### src/npstat_pkg.sv
package npstat_pkg;

  // register byte addresses (all printed offsets are word aligned)
  localparam logic [7:0]  NPTX_OFFSET      = 8'h9c;
  localparam logic [7:0]  STATUS_OFFSET    = 8'hc0;
  localparam logic [7:0]  RXERR_CNT_OFFSET = 8'hd4;
  localparam logic [7:0]  FCAR_CNT_OFFSET  = 8'hd0;
  localparam logic [7:0]  TENBASE_OFFSET   = 8'h88;
  localparam logic [7:0]  ANEXP_OFFSET     = 8'h98;
  localparam logic [7:0]  INT_STAT_OFFSET  = 8'he0;
  localparam logic [7:0]  INT_MASK_OFFSET  = 8'he4;

  // reset values
  localparam logic [15:0] NPTX_RESET       = 16'h2001;
  localparam logic [15:0] STATUS_RESET     = 16'h0000;
  localparam logic [10:0] CODE_RESET       = 11'h001;

  // next-page word fields
  localparam int NP_REQ_BIT   = 15;
  localparam int NP_RSV_BIT   = 14;
  localparam int NP_MSG_BIT   = 13;
  localparam int NP_ACK_BIT   = 12;
  localparam int NP_TOG_BIT   = 11;

  // status word fields
  localparam int ST_RXERR_BIT = 13;
  localparam int ST_POL_BIT   = 12;
  localparam int ST_FCAR_BIT  = 11;
  localparam int ST_SIG_BIT   = 10;
  localparam int ST_LOCK_BIT  = 9;
  localparam int ST_PAGE_BIT  = 8;
  localparam int ST_INT_BIT   = 7;

  // interrupt status bit positions
  localparam int EV_RXERR     = 0;
  localparam int EV_FCAR      = 1;
  localparam int EV_PAGE      = 2;
  localparam int EV_SIGLOSS   = 3;
  localparam int EV_LOCKLOSS  = 4;
  localparam int EV_COUNT     = 5;

  // register bus request
  typedef struct packed {
    logic [7:0]  addr;
    logic [31:0] wdata;
    logic        wr;
    logic        rd;
  } bus_req_type;

  // live event and level indications from the phy
  typedef struct packed {
    logic rx_error;
    logic false_carrier;
    logic signal_detect;
    logic descr_lock;
    logic page_received;
    logic polarity_inv;
    logic phy_int;
    logic toggle_prev;
  } phy_ind_type;

endpackage : npstat_pkg

### src/phy_nextpage_status_regs.sv
`timescale 1ns/100ps
// What this block does
// [RL1] bit15 requests another next page, resets 0
// [RL2] bit14 reserved, writes ignored, reads 0
// [RL3] bit13 message page flag, resets 1
// [RL4] bit12 comply ack, resets 0
// [RL5] bit11 read-only inverse of previous toggle
// [RL6] bits10:0 code field of next page
// [RL7] code resets to null page, word 2001
// [RL8] status register read-only, resets zero
// [RL9] status bits15:14 reserved, read zero
// [RL10] bit13 receive error latched until counter read
// [RL11] bit12 inverted polarity latched high, cleared by 10base read
// [RL12] bit11 false carrier latched until counter read
// [RL13] bit10 signal detect, latched low
// [RL14] bit9 descrambler lock, latched low
// [RL15] bit8 page received, cleared by expansion read
// [RL16] bit7 interrupt pending, cleared by status read
// [RL17] latched bits hold until their clearing read
module phy_nextpage_status_regs
  import npstat_pkg::*;
(
  input  wire logic        clk_in,          // 250 MHz device clock
  input  wire logic        rst_in,          // async hard reset, active high
  input  wire logic [7:0]  addr_in,         // register byte address
  input  wire logic [31:0] wdata_in,        // write data
  input  wire logic        wr_in,           // write strobe
  input  wire logic        rd_in,           // read strobe
  input  wire logic        rx_error_in,     // receive error event pulse
  input  wire logic        false_carrier_in,// false carrier event pulse
  input  wire logic        signal_detect_in,// live 100tx signal detect
  input  wire logic        descr_lock_in,   // live descrambler lock
  input  wire logic        page_received_in,// new link code word pulse
  input  wire logic        polarity_inv_in, // live inverted polarity level
  input  wire logic        phy_int_in,      // internal phy interrupt event
  input  wire logic        toggle_prev_in,  // toggle of last exchanged word
  input  wire logic        toggle_load_in,  // pulse: a link code word exchanged
  output logic      [31:0] rdata_out,       // read data, cycle after read
  output logic      [15:0] next_page_out,   // next-page word for the arbiter
  output logic             irq_out          // level interrupt
);

  bus_req_type req;                          // bundled bus request
  phy_ind_type ind;                          // bundled phy indications

  assign req = '{addr: addr_in, wdata: wdata_in, wr: wr_in, rd: rd_in};
  assign ind = '{rx_error: rx_error_in, false_carrier: false_carrier_in,
                 signal_detect: signal_detect_in, descr_lock: descr_lock_in,
                 page_received: page_received_in, polarity_inv: polarity_inv_in,
                 phy_int: phy_int_in, toggle_prev: toggle_prev_in};

  // next-page register state
  logic        np_req_r, np_req_nxt;         // another page request
  logic        msg_r, msg_nxt;               // message page flag
  logic        ack_r, ack_nxt;               // comply ack
  logic        tog_r, tog_nxt;               // toggle echo
  logic [10:0] code_r, code_nxt;             // code field

  // status latches
  logic        rxerr_r, rxerr_nxt;           // receive error latch
  logic        pol_r, pol_nxt;               // polarity latch
  logic        fcar_r, fcar_nxt;             // false carrier latch
  logic        sig_r, sig_nxt;               // signal detect latched low
  logic        lock_r, lock_nxt;             // descrambler lock latched low
  logic        page_r, page_nxt;             // page received latch
  logic        pint_r, pint_nxt;             // interrupt pending latch

  // interrupt registers
  logic [EV_COUNT-1:0] ist_r, ist_nxt;       // sticky event status
  logic [EV_COUNT-1:0] imask_r, imask_nxt;   // event enables
  logic [EV_COUNT-1:0] ev;                   // event pulses this cycle

  // read data
  logic [31:0] rdata_r, rdata_nxt;

  // decoded accesses
  logic wr_np, wr_ist, wr_imask;
  logic rd_st, rd_rxc, rd_fcc, rd_tb, rd_ane;
  logic [15:0] np_word, st_word;

  // address decode
  always_comb begin
    wr_np    = req.wr && (req.addr == NPTX_OFFSET);
    wr_ist   = req.wr && (req.addr == INT_STAT_OFFSET);
    wr_imask = req.wr && (req.addr == INT_MASK_OFFSET);
    rd_st    = req.rd && (req.addr == STATUS_OFFSET);
    rd_rxc   = req.rd && (req.addr == RXERR_CNT_OFFSET);
    rd_fcc   = req.rd && (req.addr == FCAR_CNT_OFFSET);
    rd_tb    = req.rd && (req.addr == TENBASE_OFFSET);
    rd_ane   = req.rd && (req.addr == ANEXP_OFFSET);
  end

  // assembled register words
  always_comb begin
    np_word             = 16'h0000;
    np_word[NP_REQ_BIT] = np_req_r;           // RL1
    np_word[NP_RSV_BIT] = 1'b0;               // RL2
    np_word[NP_MSG_BIT] = msg_r;              // RL3
    np_word[NP_ACK_BIT] = ack_r;              // RL4
    np_word[NP_TOG_BIT] = tog_r;              // RL5
    np_word[10:0]       = code_r;             // RL6
    st_word               = STATUS_RESET;     // RL9
    st_word[ST_RXERR_BIT] = rxerr_r;
    st_word[ST_POL_BIT]   = pol_r;
    st_word[ST_FCAR_BIT]  = fcar_r;
    st_word[ST_SIG_BIT]   = sig_r;
    st_word[ST_LOCK_BIT]  = lock_r;
    st_word[ST_PAGE_BIT]  = page_r;
    st_word[ST_INT_BIT]   = pint_r;
  end

  // next-page register next state; bit 14 is never stored
  always_comb begin
    np_req_nxt = np_req_r;
    msg_nxt    = msg_r;
    ack_nxt    = ack_r;
    code_nxt   = code_r;
    tog_nxt    = tog_r;
    if (wr_np) begin
      np_req_nxt = req.wdata[NP_REQ_BIT];     // RL1
      msg_nxt    = req.wdata[NP_MSG_BIT];     // RL3
      ack_nxt    = req.wdata[NP_ACK_BIT];     // RL4
      code_nxt   = req.wdata[10:0];           // RL6
    end
    // toggle is hardware-owned; software writes to it are dropped
    if (toggle_load_in) begin
      tog_nxt = ~ind.toggle_prev;             // RL5
    end
  end

  // next-page register flops
  always_ff @(posedge clk_in or posedge rst_in) begin
    if (rst_in) begin
      np_req_r <= NPTX_RESET[NP_REQ_BIT];     // RL1
      msg_r    <= NPTX_RESET[NP_MSG_BIT];     // RL3
      ack_r    <= NPTX_RESET[NP_ACK_BIT];     // RL4
      tog_r    <= NPTX_RESET[NP_TOG_BIT];     // RL5
      code_r   <= CODE_RESET;                 // RL7
    end else begin
      np_req_r <= np_req_nxt;
      msg_r    <= msg_nxt;
      ack_r    <= ack_nxt;
      tog_r    <= tog_nxt;
      code_r   <= code_nxt;
    end
  end

  // status latches: an event in the clearing cycle wins over the clear.
  // the status word is never written; writes to it fall through (RL8)
  always_comb begin
    rxerr_nxt = ind.rx_error | (rxerr_r & ~rd_rxc);            // RL10
    pol_nxt   = ind.polarity_inv | (pol_r & ~rd_tb);           // RL11
    fcar_nxt  = ind.false_carrier | (fcar_r & ~rd_fcc);        // RL12
    // latched low: a drop sticks at zero until the status read
    sig_nxt   = rd_st ? ind.signal_detect : (sig_r & ind.signal_detect); // RL13
    lock_nxt  = rd_st ? ind.descr_lock : (lock_r & ind.descr_lock);      // RL14
    page_nxt  = ind.page_received | (page_r & ~rd_ane);        // RL15
    pint_nxt  = ind.phy_int | (pint_r & ~rd_st);               // RL16
  end

  // status latch flops
  always_ff @(posedge clk_in or posedge rst_in) begin
    if (rst_in) begin
      rxerr_r <= 1'b0;                         // RL8
      pol_r   <= 1'b0;
      fcar_r  <= 1'b0;
      sig_r   <= 1'b0;
      lock_r  <= 1'b0;
      page_r  <= 1'b0;
      pint_r  <= 1'b0;
    end else begin
      rxerr_r <= rxerr_nxt;                    // RL17
      pol_r   <= pol_nxt;
      fcar_r  <= fcar_nxt;
      sig_r   <= sig_nxt;
      lock_r  <= lock_nxt;
      page_r  <= page_nxt;
      pint_r  <= pint_nxt;
    end
  end

  // event sources feeding the sticky interrupt status
  always_comb begin
    ev              = '0;
    ev[EV_RXERR]    = ind.rx_error;
    ev[EV_FCAR]     = ind.false_carrier;
    ev[EV_PAGE]     = ind.page_received;
    ev[EV_SIGLOSS]  = sig_r & ~ind.signal_detect;
    ev[EV_LOCKLOSS] = lock_r & ~ind.descr_lock;
  end

  // interrupt status is write-one-to-clear; a new event beats the clear
  always_comb begin
    ist_nxt   = ist_r;
    imask_nxt = imask_r;
    if (wr_ist) begin
      ist_nxt = ist_r & ~req.wdata[EV_COUNT-1:0];
    end
    ist_nxt = ist_nxt | ev;
    if (wr_imask) begin
      imask_nxt = req.wdata[EV_COUNT-1:0];
    end
  end

  // interrupt flops
  always_ff @(posedge clk_in or posedge rst_in) begin
    if (rst_in) begin
      ist_r   <= '0;
      imask_r <= '0;
    end else begin
      ist_r   <= ist_nxt;
      imask_r <= imask_nxt;
    end
  end

  assign irq_out = |(ist_r & imask_r);

  // read mux; unmapped and non-read cycles return zero
  always_comb begin
    rdata_nxt = 32'h0000_0000;
    if (req.rd) begin
      unique case (req.addr)
        NPTX_OFFSET:     rdata_nxt = {16'h0000, np_word};
        STATUS_OFFSET:   rdata_nxt = {16'h0000, st_word};   // RL8
        INT_STAT_OFFSET: rdata_nxt = {27'h0000000, ist_r};
        INT_MASK_OFFSET: rdata_nxt = {27'h0000000, imask_r};
        default:         rdata_nxt = 32'h0000_0000;
      endcase
    end
  end

  // read data register
  always_ff @(posedge clk_in or posedge rst_in) begin
    if (rst_in) begin
      rdata_r <= 32'h0000_0000;
    end else begin
      rdata_r <= rdata_nxt;
    end
  end

  assign rdata_out     = rdata_r;
  assign next_page_out = np_word;
endmodule : phy_nextpage_status_regs

### config.mk
export PLATFORM = sky130hd
export DESIGN_NAME = phy_nextpage_status_regs
export DESIGN_NICKNAME = d
export VERILOG_FILES = /design/src/npstat_pkg.sv /design/src/phy_nextpage_status_regs.sv
export SDC_FILE = /design/constraint.sdc
export NUM_CORES = 1
export LEC_CHECK = 0
export ABC_AREA = 1
export BUFFER_PORTS_ARGS = -buffer_cell sky130_fd_sc_hd__buf_2
export CAP_MARGIN = 30
export CELL_PAD_IN_SITES_DETAIL_PLACEMENT = 1
export CELL_PAD_IN_SITES_GLOBAL_PLACEMENT = 1
export CORE_MARGIN = 4
export CORE_UTILIZATION = 34
export DETAILED_ROUTE_END_ITERATION = 10
export PLACE_DENSITY_LB_ADDON = 0.1
export RECOVER_POWER = 100
export SLEW_MARGIN = 20
export SYNTH_ARGS = -nofsm -noshare
export SYNTH_HDL_FRONTEND = slang
export SYNTH_SLANG_ARGS = --single-unit
### constraint.sdc
create_clock -name clk_in -period 1.7 [get_ports clk_in]
set_clock_uncertainty 0.1 [all_clocks]
set_input_delay 0.34 -clock clk_in [delete_from_list [all_inputs] [get_ports clk_in]]
set_output_delay 0.34 -clock clk_in [all_outputs]
set_load 0.01 [all_outputs]
==> flow_summary.yaml <==
route:
  routed_wl_mm: 5.96
  wl_per_cell_um: 13.7
  vias_per_cell: 4.53
  ant_nets: 0
  detail_route.iter0.violations: 57
  dr.pass1.iters: 4
  via_count: 1970
  drc: 0
synthesis:
  synth_cell_types: 26
  synth_edf_count: 0
  yosys.area.top_type: "dfrtp_1"
  yosys-top-cells-area: "dfrtp_1, nand2_1, buf_4"
  netlist_top_cells_count: "nand2_1, dfrtp_1, inv_1"
  yosysMostFrequentCell: "nand2_1"
  syn_area_per_cell_um2: 8.43
  synthArstFlopShare_pct: 100
  yosysSeqAreaShare_pct: 50.1
  yosys_warnings: 0
  synth_seq_cells: 47
  synth_ff_type: "dfrtp_1"
  synth_largest_type_area_fraction_pct: 47.9
  synthCells: 279
  syn_area_um2: 2350
clocking:
  clkTransAtPathRegs_ps: 90
  cts_made_buffers: 5
  clk_path_buf_depth: 2
  htree_levels: 2
  cts_root_buffer: "clkbuf_8"
  cts_sinks: 47
  insertion_delay_ps: 300
  cts_tree: "built"
worst_setup_path:
  cp.required_ps: 1260
  end_kind: "output pin"
  cp_max_fo: 2
  arrival_ps: 1260
  crit_type: "reg2out"
  start_kind: "register"
  reg2reg_depth: 5
floorplan:
  dieWidth_um: 91.2
  num_io_pins: 102
  dieHeight_um: 91.2
  initial_core_util_pct: 34.8
  core_area_um2: 6760
  die-area_um2: 8310
  fp-row-count: 30
timing:
  fmaxAchievable_mhz: 587
  worst_pin_slew_ps: 743
  finalSetupViolCount: 1
  slew_violations: 0
  rsz0062_at_grt: "yes"
  setup_tns_ps: -3.87
  layout_min_cycle_time_ps: 1700
  fin_crit_sh_pct: 100
  report.final.hold_viol_count: 0
  layout_setup_ws_ps: -3.87
  slew_headroom_pct: 50.4
place:
  port_buffers: 65
  gp_congestion: 0.763
  dp_hpwl_mm: 4.63
  dp.cells: 422
status:
  violations: "setup timing"
  status: "complete, but fails checks"
grt:
  antenna_found_initial: 0
  grt-ovfl-total: 0
  grt_max_degree: 26
  grt_pass1_wl_mm: 9.92
  grt_use_total_pct: 15.0
  grt_pass1_vias: 2009
hold_path:
  min_path_cells: 2
  hp-class: "in2reg"
final_layout:
  nets: 407
  nFillCells: 882
  synthToLayoutAreaGrowth_pct: 16.6
  final_cell_count_no_fill: 435
  diodes: 0
  drive_above_1_share_pct: 20.0
  multi_input_area_um2: 831
  final-seq-area_um2: 1180
power_and_ir_drop:
  switching_share_pct: 26.8
  total_leakage_power_uw: 0.00143
  p_switching_uw: 575
  comb_power_share_pct: 10.8
  p_seq_share_pct: 55.3
  clock_power_share_pct: 33.9
  p_int_uw: 1570
  power-per-cell-area_nw_per_um2: 784
  worst_ir_drop_vdd_mv: 0.270
flow_run:
  drv_cap: 0
[power by group through the flow]
stage | combinational [uW] | sequential [uW] | clock, uW
global placement | 239 | 1210 | 0
CTS | 255 | 1190 | 761
global route | 268 | 1190 | 807
finish | 232 | 1190 | 729
floorplan | 157 | 1210 | 0
detailed placement | 244 | 1210 | 0
[placed cells by master, fill, tap and decap left out, drive strengths merged]
cell type / instances
nand2: 84
dfrtp: 45
buf: 43
inv: 42
clkbuf: 39
nor2: 27
o21ai: 25
conb: 18
nand3: 11
a21oi: 6
o21a: 5
nor3: 2
dfstp: 2
nand4: 1
o21bai: 1
a221oi: 1
clkinv: 1
clkinvlp: 1
dlygate4sd3: 1
[critical path: stages, from the launching register on]
cell and delay [ps]:
dfrtp_1 410, nand2_1 80, nand2_2 60, a221oi_2 170, nand2_1 100, buf_2 150
[routing by layer]
layer / part of all wire (%) / global-route usage, %
met1: 45 / 19.3
met2: 50 / 25.6
met3: 4.1 / 2.65
met4: 1.4 / 4.52
met5: 0 / 0
[metrics by stage]
stage                     area, um2  setup slack, ps  hold WS [ps]  util [%]  power [uW]
after floorplan                2410              147           325         -        1370
after global placement         2710              117           260      40.1        1450
after detailed placement       2710             55.8           267      40.1        1450
after CTS                      2860            -18.3          88.9      42.3        2200
after global routing           2740             -102           114      40.6        2270
final                          2740            -3.87          90.8      40.6        2150
[final cells by class]
cell class / count / share of cell area (%)
Clock inverter: 2 / 0.593
Multi-Input combinational cell: 181 / 30.3
Tap cell: 80 / 3.65
Timing Repair Buffer: 77 / 13.7
Clock buffer: 6 / 3.01
Sequential cell: 47 / 43.0
Inverter: 42 / 5.75
[path summary, 6_finish.rpt]
path	slack (ps)	from	endpoint
worst max-delay path	-4	imask_r[0]$_DFFE_PP0P_	irq_out
worst min-delay path	90	toggle_prev_in	tog_r$_DFFE_PP0P_
worst max register to register	720	imask_r[0]$_DFFE_PP0P_	rdata_out[0]$_DFF_PP0_
worst min register to register	410	msg_r$_DFFE_PP1P_	msg_r$_DFFE_PP1P_
max in group asynchronous	210	rst_in	code_r[3]$_DFFE_PP0P_
min in group asynchronous	600	rst_in	ack_r$_DFFE_PP0P_
[flip-flops by register name, summed over array words and instances (netlist names)]
signal	cells
ack_r	1
rxerr_r	1
pint_r	1
pol_r	1
sig_r	1
ist_r	5
rdata_out	15
imask_r	5
np_req_r	1
fcar_r	1
lock_r	1
code_r	11
page_r	1
msg_r	1
tog_r	1
[kinds of logic after synthesis]
group	synth area share, %
AO/OA/AOI/OAI	9.69
buffers and inverters	15.5
flip-flops	50.1
other	0.160
AND/OR/NAND/NOR	24.5
[repair_timing]
action	CTS	global route
pin swaps	1	0
endpoints found under the hold margin	14	0
buffers inserted	4	0
endpoints found under the setup margin	1	1
hold buffers	1	0
gates resized for setup	2	0
No activity file was read; power rests on OpenSTA's default activity.
